==> config.mk <==
export PLATFORM = sky130hd
export DESIGN_NAME = tle_irq_unit
export DESIGN_NICKNAME = d
export VERILOG_FILES = /design/src/pkg/tle_pkg.sv /design/src/rtl/tle_irq_unit.sv
export SDC_FILE = /design/constraint.sdc
export NUM_CORES = 1
export LEC_CHECK = 0
export BUFFER_PORTS_ARGS = -buffer_cell sky130_fd_sc_hd__buf_2
export CELL_PAD_IN_SITES_DETAIL_PLACEMENT = 1
export CELL_PAD_IN_SITES_GLOBAL_PLACEMENT = 1
export CORE_MARGIN = 1.5
export CORE_UTILIZATION = 31
export CTS_BUF_LIST = sky130_fd_sc_hd__clkbuf_4
export CTS_CLUSTER_SIZE = 16
export DETAILED_ROUTE_END_ITERATION = 12
export PLACE_DENSITY = 0.6
export SLEW_MARGIN = 5
export SYNTH_ARGS = -nofsm -noshare
export SYNTH_HDL_FRONTEND = slang
export SYNTH_SLANG_ARGS = --single-unit
export TNS_END_PERCENT = 100
==> constraint.sdc <==
create_clock -name clock -period 10.8 [get_ports clock]
set_input_delay 2.16 -clock clock [delete_from_list [all_inputs] [get_ports clock]]
set_output_delay 2.16 -clock clock [all_outputs]
set_load 0.02 [all_outputs]
==> src/pkg/tle_pkg.sv <==
// package: register map, field positions, timing and state types of the irq unit
package tle_pkg;
  // register indexes, byte address is four times the index
  localparam logic [9:0] IDX_CENTRAL = 10'h0e6;
  localparam logic [9:0] IDX_EDGE    = 10'h0f2;
  localparam logic [9:0] IDX_PEND    = 10'h0f3;
  localparam logic [9:0] IDX_MASK    = 10'h0f4;
  localparam logic [9:0] IDX_PRIO    = 10'h0f5;
  localparam logic [9:0] IDX_VCTL    = 10'h0f6;
  localparam logic [9:0] IDX_NEST    = 10'h0f7;
  // reset values
  localparam logic [7:0] CENTRAL_RST = 8'h87;
  localparam logic [7:0] EDGE_RST    = 8'h00;
  localparam logic [7:0] PEND_RST    = 8'h00;
  localparam logic [7:0] MASK_RST    = 8'h00;
  localparam logic [7:0] PRIO_RST    = 8'hff;
  localparam logic [7:0] VCTL_RST    = 8'h06;
  localparam logic [7:0] NEST_RST    = 8'h00;
  // field positions
  localparam int CIC_CNT   = 7;
  localparam int CIC_TLP   = 6;
  localparam int CIC_TLM   = 5;
  localparam int CIC_GIE   = 4;
  localparam int CIC_ARB   = 3;
  localparam int VC_EDGE   = 3;
  localparam int VC_SRC    = 2;
  localparam int VC_A0     = 1;
  localparam int VC_WAIT   = 0;
  localparam int NC_LOCK   = 7;
  localparam int EDGE_D1   = 7;
  localparam logic [7:0] EDGE_WMASK = 8'h7f;
  // timing in core clock cycles
  localparam logic [2:0] SAMPLE_PERIOD = 3'h5;
  localparam logic [4:0] RESOLVE_CYC   = 5'h06;
  localparam logic [4:0] ENTRY_BASE    = 5'h12;
  localparam logic [4:0] ENTRY_STACK   = 5'h02;
  localparam logic [4:0] ENTRY_SEG     = 5'h02;
  localparam logic [4:0] ENTRY_WAKE    = 5'h01;
  localparam logic [2:0] LOWEST_PRIO   = 3'h7;
  // value is arbitrary
  localparam logic [7:0] TL_VECTOR     = 8'h00;

  typedef enum logic [1:0] {ARB_IDLE, ARB_RESOLVE, ARB_GRANT, ARB_ENTRY} tle_arb_t;

  // status signals from the cpu core
  typedef struct packed {
    logic no_write;
    logic instr_done;
    logic iret;
    logic ei;
    logic di;
    logic wfi;
    logic stack_rf;
    logic seg_push;
  } tle_core_in_t;

  // request towards the cpu core
  typedef struct packed {
    logic       req;
    logic       abort;
    logic       isr_start;
    logic       tl_active;
    logic [7:0] vector;
  } tle_core_out_t;

  typedef struct packed {
    logic       counter_enable;
    logic       top_level_pending;
    logic       top_level_mask_enable;
    logic       global_int_enable;
    logic       arbitration_mode_select;
    logic [2:0] current_priority;
    logic [7:0] ext_edge;
    logic [7:0] ext_pend;
    logic [7:0] ext_mask;
    logic [7:0] ext_prio;
    logic [7:0] ext_vctl;
    logic       top_level_lock;
    logic [6:0] hold_level;
    logic [7:0] pin_prev;
    logic       nmi_prev;
    logic [2:0] div;
    tle_arb_t   arb;
    logic [4:0] cnt;
    logic [4:0] entry_len;
    logic       win_tl;
    logic [2:0] win_ch;
    logic [2:0] win_p;
    logic       tl_active;
    logic       irq_req;
    logic       abort;
    logic       isr_start;
    logic [7:0] vector;
    logic       pready;
    logic       pslverr;
    logic [31:0] prdata;
  } tle_state_t;

endpackage : tle_pkg

==> src/rtl/tle_irq_unit.sv <==
// top-level and external interrupt unit with apb register slave
`timescale 1ns/10ps
module tle_irq_unit (
  // clock and reset
  input  wire logic                   clock,
  input  wire logic                   rstn,
  // apb slave
  input  wire logic                   psel,
  input  wire logic                   penable,
  input  wire logic                   pwrite,
  input  wire logic [11:0]            paddr,
  input  wire logic [31:0]            pwdata,
  output logic      [31:0]            prdata,
  output logic                        pready,
  output logic                        pslverr,
  // interrupt sources
  input  wire logic                   nmi_pin,
  input  wire logic                   wdg_end_count,
  input  wire logic [7:0]             ext_pin,
  // cpu core
  input  wire tle_pkg::tle_core_in_t  core_in,
  output tle_pkg::tle_core_out_t      core_out,
  // side controls
  output logic                        timer_enable,
  output logic                        wait_pin_enable
);

  tle_pkg::tle_state_t q;
  tle_pkg::tle_state_t d;

  logic       access;
  logic       wr_en;
  logic [9:0] idx;
  logic [8:0] rd;
  logic       tick;
  logic [7:0] ev_pin;
  logic [7:0] ext_ev;
  logic       tl_ev;
  logic       tl_req;
  logic       ext_req;
  logic       go;
  logic       best_ok;
  logic [2:0] best_ch;
  logic [2:0] best_p;
  logic [2:0] ch_p;
  logic [2:0] pop_lvl;
  logic       pop_any;
  logic [4:0] len;

  // priority of one external channel from its pair field
  function automatic logic [2:0] ch_prio(input logic [7:0] pr, input logic [2:0] ch);
    ch_prio = {pr[{ch[2:1], 1'b1}], pr[{ch[2:1], 1'b0}], ch[0]};
  endfunction : ch_prio

  // register read decode, msb marks a mapped index
  function automatic logic [8:0] reg_read(input logic [9:0] i, input tle_pkg::tle_state_t s);
    case (i)
      tle_pkg::IDX_CENTRAL: reg_read = {1'b1, s.counter_enable, s.top_level_pending,
                                        s.top_level_mask_enable, s.global_int_enable,
                                        s.arbitration_mode_select, s.current_priority};
      tle_pkg::IDX_EDGE:    reg_read = {1'b1, s.ext_edge};
      tle_pkg::IDX_PEND:    reg_read = {1'b1, s.ext_pend};
      tle_pkg::IDX_MASK:    reg_read = {1'b1, s.ext_mask};
      tle_pkg::IDX_PRIO:    reg_read = {1'b1, s.ext_prio};
      tle_pkg::IDX_VCTL:    reg_read = {1'b1, s.ext_vctl};
      tle_pkg::IDX_NEST:    reg_read = {1'b1, s.top_level_lock, s.hold_level};
      default:              reg_read = 9'h000;
    endcase
  endfunction : reg_read

  // bus decode
  assign access = psel & penable;
  assign idx    = paddr[11:2];
  assign rd     = (paddr[1:0] == 2'h0) ? reg_read(idx, q) : 9'h000;
  assign wr_en  = access & q.pready & pwrite & ~q.pslverr;

  // sampling divider
  assign tick = (q.div == tle_pkg::SAMPLE_PERIOD - 3'h1);

  // edge detection, sources keep one cycle per level
  assign ev_pin = (ext_pin & ~q.pin_prev & q.ext_edge) |
                  (~ext_pin & q.pin_prev & ~q.ext_edge);
  assign ext_ev = {ev_pin[7:1],
                   q.ext_vctl[tle_pkg::VC_A0] ? ev_pin[0] : wdg_end_count};
  assign tl_ev  = q.ext_vctl[tle_pkg::VC_SRC] ?
                  (q.ext_vctl[tle_pkg::VC_EDGE] ? (nmi_pin & ~q.nmi_prev)
                                                : (~nmi_pin & q.nmi_prev)) :
                  wdg_end_count;

  // top-level request gating
  assign tl_req = q.top_level_pending & ~q.tl_active &
                  (q.top_level_lock |
                   (q.top_level_mask_enable & q.global_int_enable));
  assign ext_req = best_ok & ~q.tl_active;
  assign go      = core_in.no_write | core_in.instr_done;

  // entry length from stack place, segment push and wait state
  assign len = tle_pkg::ENTRY_BASE +
               (core_in.stack_rf ? tle_pkg::ENTRY_STACK : 5'h00) +
               (core_in.seg_push ? tle_pkg::ENTRY_SEG : 5'h00) +
               (core_in.wfi ? tle_pkg::ENTRY_WAKE : 5'h00);

  // best enabled external channel
  always_comb
  begin
    best_ok = 1'b0;
    best_ch = 3'h0;
    best_p  = tle_pkg::LOWEST_PRIO;
    ch_p    = 3'h0;
    for (int i = 0; i < 8; i++)
    begin
      ch_p = ch_prio(q.ext_prio, 3'(i));
      if (q.ext_mask[i] && q.ext_pend[i] && q.global_int_enable &&
          ch_p != tle_pkg::LOWEST_PRIO && ch_p < q.current_priority &&
          (!best_ok || ch_p < best_p))
      begin
        best_ok = 1'b1;
        best_ch = 3'(i);
        best_p  = ch_p;
      end
    end
  end

  // most recently held level, the lowest set bit
  always_comb
  begin
    pop_any = 1'b0;
    pop_lvl = 3'h0;
    for (int i = 6; i >= 0; i--)
    begin
      if (q.hold_level[i])
      begin
        pop_any = 1'b1;
        pop_lvl = 3'(i);
      end
    end
  end

  // next state
  always_comb
  begin
    d           = q;
    d.pready    = 1'b0;
    d.pslverr   = 1'b0;
    d.abort     = 1'b0;
    d.isr_start = 1'b0;
    d.div       = tick ? 3'h0 : q.div + 3'h1;
    d.pin_prev  = ext_pin;
    d.nmi_prev  = nmi_pin;
    // apb access phase: one wait state, then answer
    if (access && !q.pready)
    begin
      d.pready  = 1'b1;
      d.pslverr = ~rd[8];
      d.prdata  = {24'h00_0000, rd[7:0]};
    end
    // register writes
    if (wr_en)
    begin
      case (idx)
        tle_pkg::IDX_CENTRAL:
        begin
          d.counter_enable          = pwdata[tle_pkg::CIC_CNT];
          d.top_level_pending       = q.top_level_pending | pwdata[tle_pkg::CIC_TLP];
          d.top_level_mask_enable   = pwdata[tle_pkg::CIC_TLM];
          d.global_int_enable       = pwdata[tle_pkg::CIC_GIE];
          d.arbitration_mode_select = pwdata[tle_pkg::CIC_ARB];
          d.current_priority        = pwdata[2:0];
        end
        tle_pkg::IDX_EDGE: d.ext_edge = pwdata[7:0] & tle_pkg::EDGE_WMASK;
        tle_pkg::IDX_PEND: d.ext_pend = pwdata[7:0];
        tle_pkg::IDX_MASK: d.ext_mask = pwdata[7:0];
        tle_pkg::IDX_PRIO: d.ext_prio = pwdata[7:0];
        tle_pkg::IDX_VCTL: d.ext_vctl = pwdata[7:0];
        tle_pkg::IDX_NEST:
        begin
          d.top_level_lock = q.top_level_lock | pwdata[tle_pkg::NC_LOCK];
          d.hold_level     = pwdata[6:0];
        end
        default: d.prdata = q.prdata;
      endcase
    end
    // arbitration and entry sequencing
    case (q.arb)
      tle_pkg::ARB_IDLE:
      begin
        if (tick && (tl_req || ext_req))
        begin
          d.arb    = tle_pkg::ARB_RESOLVE;
          d.cnt    = tle_pkg::RESOLVE_CYC - 5'h01;
          d.win_tl = tl_req;
          d.win_ch = best_ch;
          d.win_p  = tl_req ? 3'h0 : best_p;
          d.vector = tl_req ? tle_pkg::TL_VECTOR
                            : {q.ext_vctl[7:4], best_ch, 1'b0};
        end
      end
      tle_pkg::ARB_RESOLVE:
      begin
        if (q.cnt == 5'h00)
        begin
          d.arb     = tle_pkg::ARB_GRANT;
          d.irq_req = 1'b1;
        end
        else
        begin
          d.cnt = q.cnt - 5'h01;
        end
      end
      tle_pkg::ARB_GRANT:
      begin
        if (go)
        begin
          d.irq_req   = 1'b0;
          d.abort     = core_in.no_write;
          d.arb       = tle_pkg::ARB_ENTRY;
          d.entry_len = len;
          d.cnt       = len - 5'h01;
          if (q.win_tl)
          begin
            d.top_level_pending = 1'b0;
            d.tl_active         = 1'b1;
          end
          else
          begin
            d.ext_pend[q.win_ch] = 1'b0;
            d.global_int_enable  = 1'b0;
            if (q.arbitration_mode_select)
            begin
              if (q.current_priority != tle_pkg::LOWEST_PRIO)
              begin
                d.hold_level[q.current_priority] = 1'b1;
              end
              d.current_priority = q.win_p;
            end
          end
        end
      end
      tle_pkg::ARB_ENTRY:
      begin
        if (q.cnt == 5'h00)
        begin
          d.isr_start = 1'b1;
          d.arb       = tle_pkg::ARB_IDLE;
        end
        else
        begin
          d.cnt = q.cnt - 5'h01;
        end
      end
      default: d.arb = tle_pkg::ARB_IDLE;
    endcase
    // return from a routine
    if (core_in.iret)
    begin
      if (q.tl_active)
      begin
        d.tl_active = 1'b0;
      end
      else
      begin
        d.global_int_enable = 1'b1;
        if (q.arbitration_mode_select)
        begin
          d.current_priority = pop_any ? pop_lvl : tle_pkg::LOWEST_PRIO;
          if (pop_any)
          begin
            d.hold_level[pop_lvl] = 1'b0;
          end
        end
      end
    end
    // enable and disable instructions
    if (core_in.ei)
    begin
      d.global_int_enable = 1'b1;
    end
    if (core_in.di)
    begin
      d.global_int_enable = 1'b0;
    end
    // hardware sets win over any clear
    d.ext_pend = d.ext_pend | ext_ev;
    if (tl_ev)
    begin
      d.top_level_pending = 1'b1;
    end
  end

  // state register
  always_ff @(posedge clock or negedge rstn)
  begin
    if (!rstn)
    begin
      q <= '{counter_enable:          tle_pkg::CENTRAL_RST[tle_pkg::CIC_CNT],
             top_level_pending:       tle_pkg::CENTRAL_RST[tle_pkg::CIC_TLP],
             top_level_mask_enable:   tle_pkg::CENTRAL_RST[tle_pkg::CIC_TLM],
             global_int_enable:       tle_pkg::CENTRAL_RST[tle_pkg::CIC_GIE],
             arbitration_mode_select: tle_pkg::CENTRAL_RST[tle_pkg::CIC_ARB],
             current_priority:        tle_pkg::CENTRAL_RST[2:0],
             ext_edge:   tle_pkg::EDGE_RST,
             ext_pend:   tle_pkg::PEND_RST,
             ext_mask:   tle_pkg::MASK_RST,
             ext_prio:   tle_pkg::PRIO_RST,
             ext_vctl:   tle_pkg::VCTL_RST,
             top_level_lock: tle_pkg::NEST_RST[tle_pkg::NC_LOCK],
             hold_level: tle_pkg::NEST_RST[6:0],
             pin_prev:   8'h00,
             nmi_prev:   1'b0,
             div:        3'h0,
             arb:        tle_pkg::ARB_IDLE,
             cnt:        5'h00,
             entry_len:  5'h00,
             win_tl:     1'b0,
             win_ch:     3'h0,
             win_p:      3'h0,
             tl_active:  1'b0,
             irq_req:    1'b0,
             abort:      1'b0,
             isr_start:  1'b0,
             vector:     8'h00,
             pready:     1'b0,
             pslverr:    1'b0,
             prdata:     32'h0000_0000};
    end
    else
    begin
      q <= d;
    end
  end

  // outputs straight from the state register
  assign prdata             = q.prdata;
  assign pready             = q.pready;
  assign pslverr            = q.pslverr;
  assign core_out.req       = q.irq_req;
  assign core_out.abort     = q.abort;
  assign core_out.isr_start = q.isr_start;
  assign core_out.tl_active = q.tl_active;
  assign core_out.vector    = q.vector;
  assign timer_enable       = q.counter_enable;
  assign wait_pin_enable    = q.ext_vctl[tle_pkg::VC_WAIT];
endmodule : tle_irq_unit

==> flow_summary.yaml, run 1 <==
floorplan:
  die_y_um: 145
  core_area_um2: 19700
  io_pins: 115
  rows: 51
  start_util_pct: 31.9
  dieArea_um2: 21100
  die_w_um: 145
power:
  internal-power_mw: 0.522
  p_sw_mw: 0.241
  clkPwrFrac_pct: 27.0
  combPwrFrac_pct: 17.2
  p_leak_nw: 3.12
  vdd_drop_max_uv: 55.0
  switching_share_pct: 31.6
  p_per_area_nw_per_um2: 111
  pwr-share-seq_pct: 55.8
worst_setup_path:
  critical_path.endpoint_type: "register"
  startpoint: "q[127]"
  r2r.worst_path.cells: 43
  worstPathArrival_ns: 10.41
  worstSetupEndpoint: "q[50]"
  crit_required_ns: 11.18
  worstReg2RegStart: "q[127]"
  crit_fanout: 6
  r2r_end: "q[50]"
  rrSetupSlack_ns: 0.77
  slowest_delay_ns: 0.64
  cp-start-kind: "register"
  critical_path_class: "reg2reg"
  cp_slowest_cell: "dfstp_2"
placement:
  hpwl_mm: 14.6
  port_buffers: 65
  place.gp.congestion: 0.827
synthesis:
  synthCells: 642
  syn-cell-area_um2: 6270
  synth_edf_count: 0
  synth_seq_cells: 102
  ys_seq_area_share_pct: 41.0
  synth_ff_type: "dfrtp_1"
  synthTopCellsByCount: "dfrtp_1 (88), nand2_1 (64), nor2_1 (48)"
  synth.avg_cell_area_um2: 9.77
  async_reset_ff_share_pct: 100
  synthDominantCellAreaShare_pct: 35.1
  synth_area_leaders: "dfrtp_1 (35%), mux2_2 (7.5%), dfstp_2 (5.9%)"
  ys_warn_count: 0
  yosysTopAreaCell: "dfrtp_1"
  synth.most_common_cell: "dfrtp_1"
  synth_cell_types: 71
clocking:
  postCtsSetupRepairBufs: 0
  clock_latency_ns: 0.47
  holdBufCountCts: 0
  cts_tree: "built"
  cts.clk_slew.worst_paths_ns: 0.17
  cts_resized: 0
  htree_levels: 3
  cts_made_buffers: 9
  cts-root-buf: "clkbuf_4"
  cts.sinks: 102
  clk_path_buf_depth: 2
timing:
  setup_tns_ns: 0
  clock_skew_ns: 0.0179
  setup_viol: 0
  grt_setup_unrepaired: "false"
  hold_violations: 0
  max_freq_mhz: 99.7
  post-route-period-util_pct: 92.9
  tightest_slew_ns: 0.876
  slew_viol_final: 0
  period_needed_ns: 10.03
  maxSlewHeadroom_pct: 41.3
global_route:
  grt_pass1_vias: 5407
  grt_usage_pct: 18.4
  overflow: 0
  grt_max_degree: 56
  grt_pass1_wl_mm: 30.6
  grt_antenna_before_repair: 1
route:
  route.detailed.drc: 0
  viasPerCell: 5.22
  ant_nets: 0
  dr.pass1.iters: 6
  drt_iter0_markers: 362
  wl_per_cell_um: 19.7
  drt_wl_total_mm: 19.0
  vias: 5038
run:
  maxCapViolCount: 0
worst_hold_path:
  worstHoldPathType: "reg2reg"
  min_from: "q[65]"
cells_and_area:
  final_util_pct: 34.9
  layout.nets: 791
  layout-drive-gt1-share_pct: 23.3
  syn_to_final_growth_pct: 9.27
run_status:
  status: "finished clean"
## metrics by stage
| step | hold slack, ns | setup slack [ns] | power, mW | cells | cell area, µm² |
|---|---|---|---|---|---|
| after global placement | 0.439 | 1.21 | 0.558 | 950 | 6720 |
| after global routing | 0.512 | 0.0256 | 0.804 | 966 | 6860 |
| final | 0.497 | 0.769 | 0.763 | 966 | 6860 |
| after detailed placement | 0.470 | 0.722 | 0.565 | 950 | 6720 |
| after floorplan | 0.427 | 2.11 | 0.523 | 666 | 6360 |
| after CTS | 0.495 | 0.675 | 0.768 | 965 | 6850 |
## cell families (layout without fill, tap and decap cells)
family	after synthesis	after routing	share of synthesized area, %
AOI/OAI and AO/OA	142	142	16.1
xor gates and xnor gates	3	3	0.419
adders and majority gates	28	28	5.70
buffers and inverters	83	117	7.68
DFF	102	102	41.0
muxes	63	63	10.9
other	1	26	0.0598
and+or+nand+nor	220	220	18.2
## cell usage in the layout (no fill, tap or decap), types with 9 or more instances in the layout
master and n:
a21oi_1 33, inv_1 28, nand2_1 64, nand2b_1 16, dfrtp_1 88, buf_2 64, nand4_1 9, nor3_1 19
a222oi_1 9, clkbuf_4 9, mux2_2 42, nor2b_1 11, o21ai_0 36, conb_1 25, dfstp_2 14, nor2_1 48
mux2i_1 21, ha_1 27, nand3b_1 9, buf_4 10
## power by group through the flow
stage                     combinational, mW  clock, mW  sequential (mW)
final                                 0.131      0.206            0.426
after global routing                  0.149      0.226            0.429
after CTS                             0.133      0.210            0.425
after detailed placement              0.133          0            0.432
after global placement                0.127          0            0.431
after floorplan                       0.101          0            0.423
## critical path, delay by kind of cell, from the launching register on
kind / cells / cell delay, ns
buffers and inverters: 4 / 0.38
multiplexers: 6 / 1.64
flip-flops: 1 / 0.64
AO/OA/AOI/OAI: 18 / 3.59
adder cells (fa/ha/maj): 7 / 1.99
AND/OR/NAND/NOR: 8 / 1.68
## sequential cells by signal, summed over array words and instances (netlist names)
register and flops:
q 77, wait_pin_enable 1, timer_enable 1, ch_p 2
pslverr 1, pready 1, core_out 11, prdata 8
## area by class of cell
class / instances / area (µm²)
repair buffers: 74 / 395
flip-flops and latches: 102 / 2570
fillers: 2351 / 12800
clock inverters: 6 / 62.6
diodes: 1 / 2.50
well taps: 265 / 332
inverters: 28 / 105
multi-input cells: 481 / 3320
clock buffers: 9 / 67.6
## routing by layer
metal / routed length [µm] / global-route usage, % / vias up
li1: - / - / 2382
met5: 0 / 0 / -
met2: 9470 / 31.3 / 97
met3: 504 / 2.30 / 17
met4: 249 / 5.20 / 0
met1: 8790 / 24.6 / 2542
## worst min path at each step
stage             to  slack [ns]  cells past startpoint
6_report       q[65]        0.50                      1
5_1_grt        q[65]        0.51                      1
4_1_cts        q[65]        0.49                      1
3_5_place_dp   q[65]        0.47                      1
3_3_place_gp   q[65]        0.44                      1
2_1_floorplan  q[65]        0.43                      1
Power figures use the tool's default switching activity.
==> run 2, diff against run 1 <==
--- a/config.mk
+++ b/config.mk
@@ -8,13 +8,13 @@
 export BUFFER_PORTS_ARGS = -buffer_cell sky130_fd_sc_hd__buf_2
 export CELL_PAD_IN_SITES_DETAIL_PLACEMENT = 1
 export CELL_PAD_IN_SITES_GLOBAL_PLACEMENT = 1
+export CORE_ASPECT_RATIO = 0.7
 export CORE_MARGIN = 1.5
 export CORE_UTILIZATION = 31
 export CTS_BUF_LIST = sky130_fd_sc_hd__clkbuf_4
 export CTS_CLUSTER_SIZE = 16
 export DETAILED_ROUTE_END_ITERATION = 12
 export PLACE_DENSITY = 0.6
-export SLEW_MARGIN = 5
 export SYNTH_ARGS = -nofsm -noshare
 export SYNTH_HDL_FRONTEND = slang
 export SYNTH_SLANG_ARGS = --single-unit
==> run 2 against run 1 <==
Critical path depth shrank 1. Hold slack lost 0.014 ns. Fmax grew 1.2%. Global-route usage grew 0.22 points. Clock power grew 9%. Highest routed layer unchanged. Worst setup slack gained 0.11 ns. Utilization shrank 0.12 points. Final cell count grew 0.52%. Power grew 2.5%. Die area is essentially flat. Critical path type unchanged. Non-clock buffer count is the same. Design area grew 0.38%. Largest cell class unchanged.
==> flow_summary.yaml, run 2 (same netlist as run 1, synthesis figures left out) <==
clocking:
  cts_resized: 0
  clk_path_buf_depth: 2
  cts-root-buf: "clkbuf_4"
  clock_latency_ns: 0.50
  holdBufCountCts: 0
  cts.sinks: 102
  cts_tree: "built"
  cts_made_buffers: 9
  htree_levels: 3
  postCtsSetupRepairBufs: 0
  cts.clk_slew.worst_paths_ns: 0.18
power:
  internal-power_mw: 0.528
  combPwrFrac_pct: 16.8
  pwr-share-seq_pct: 54.5
  switching_share_pct: 32.4
  vdd_drop_max_uv: 63.8
  clkPwrFrac_pct: 28.7
  p_leak_nw: 3.13
  p_per_area_nw_per_um2: 114
  p_sw_mw: 0.253
worst_setup_path:
  crit_required_ns: 11.20
  slowest_delay_ns: 0.63
  cp_common_cell: "ha_1"
  critical_path_class: "reg2reg"
  cp-start-kind: "register"
  crit_fanout: 6
  cp_slowest_cell: "dfstp_2"
  worstPathArrival_ns: 10.31
  critical_path.endpoint_type: "register"
cells_and_area:
  seqCellArea_um2: 2570
  n_antenna_cell: 0
  final_cell_mix: "dfrtp_1 (88), nand2_1 (64), buf_2 (64), nor2_1 (48), mux2_2 (42)"
  multiInputGateArea_um2: 3320
  fin_cells: 971
  layout-drive-gt1-share_pct: 23.4
  syn_to_final_growth_pct: 9.69
  nFillCells: 2326
  final_common_cell: "dfrtp_1"
  largest-register: "q"
  largest_reg_flops: 77
  layout.nets: 791
route:
  viasPerCell: 5.19
  wl_per_cell_um: 19.5
  route.detailed.drc: 0
  drt_wl_total_mm: 19.0
  drt_iter0_markers: 352
  dr.pass1.iters: 6
  ant_nets: 0
  vias: 5041
timing:
  setup_tns_ns: 0
  setup_viol: 0
  tightest_slew_ns: 0.862
  hold_violations: 0
  post-route-period-util_pct: 91.8
  grt_setup_unrepaired: "false"
  period_needed_ns: 9.92
  clock_skew_ns: 0.0285
  maxSlewHeadroom_pct: 42.2
  setup_slack_ns: 0.883
  slew_viol_final: 0
  max_freq_mhz: 101
placement:
  hpwl_mm: 14.8
  placedCellCount: 955
  place_ws_ns: 0.803
  port_buffers: 65
  place.gp.congestion: 0.890
floorplan:
  start_util_pct: 31.7
  core_area_um2: 19800
  die_y_um: 122
  rows: 43
  io_pins: 115
  die_w_um: 173
  dieArea_um2: 21100
global_route:
  grt_pass1_wl_mm: 30.2
  overflow: 0
  grt_max_degree: 59
  grt_antenna_before_repair: 0
  grt_usage_pct: 18.6
  grt_pass1_vias: 5383
worst_hold_path:
  worstHoldPathType: "reg2reg"
run:
  maxCapViolCount: 0
run_status:
  status: "finished clean"
==> run 2: changes by cell type in the layout (fill, tap and decap cells not counted), sizes merged <==
cell,change
clkinv,-4
diode,-1
inv,+5
==> run 2: routing by layer <==
layer | part of all wire (%) | vias up | GRT usage (%)
met5 | 0 | - | 0
met4 | 1.1 | 0 | 4.29
met3 | 3.3 | 13 | 2.78
met2 | 45 | 95 | 29.8
met1 | 51 | 2548 | 26.6
li1 | - | 2385 | -
==> run 2: critical path, delay by kind of cell, from the launching register on <==
kind | cells | cell delay, ns
multiplexers | 4 | 0.86
flip-flops | 1 | 0.63
AO/OA/AOI/OAI | 17 | 4.09
adder cells (fa/ha/maj) | 7 | 1.98
buffers and inverters | 5 | 0.53
AND/OR/NAND/NOR | 9 | 1.73
==> run 2: path summary, 6_finish.rpt <==
kind / slack [ns] / start / depth (start not counted) / to
min: 0.48 / q[65] / 1 / q[65]
min in group asynchronous: 1.70 / rstn / 1 / q[62]
min reg2reg: 0.48 / q[65] / 1 / q[65]
max in group asynchronous: 8.01 / rstn / 2 / prdata[2]
max: 0.88 / q[127] / 42 / q[48]
max reg2reg: 0.88 / q[127] / 42 / q[48]
==> run 2: power groups by stage <==
stage	registers, mW	logic [mW]	clock network [mW]
global placement	0.431	0.128	0
detailed placement	0.433	0.133	0
floorplan	0.423	0.101	0
finish	0.426	0.131	0.224
global route	0.430	0.149	0.248
CTS	0.426	0.133	0.233
==> run 2: cell type report <==
class,instances,area share [%]
Tap cell,270,4.91
Clock inverter,7,1.24
Multi-Input combinational cell,481,48.3
Sequential cell,102,37.3
Clock buffer,9,0.982
Timing Repair Buffer,74,5.74
Inverter,28,1.53
==> run 2: stage by stage <==
step	hold slack (ns)	utilization [%]	instance area (µm²)	total power [mW]
floorplan	0.427	-	6360	0.523
global placement	0.440	34.0	6730	0.559
detailed placement	0.460	34.0	6730	0.566
CTS	0.482	34.7	6880	0.792
global route	0.511	34.8	6880	0.827
finish	0.483	34.8	6880	0.781
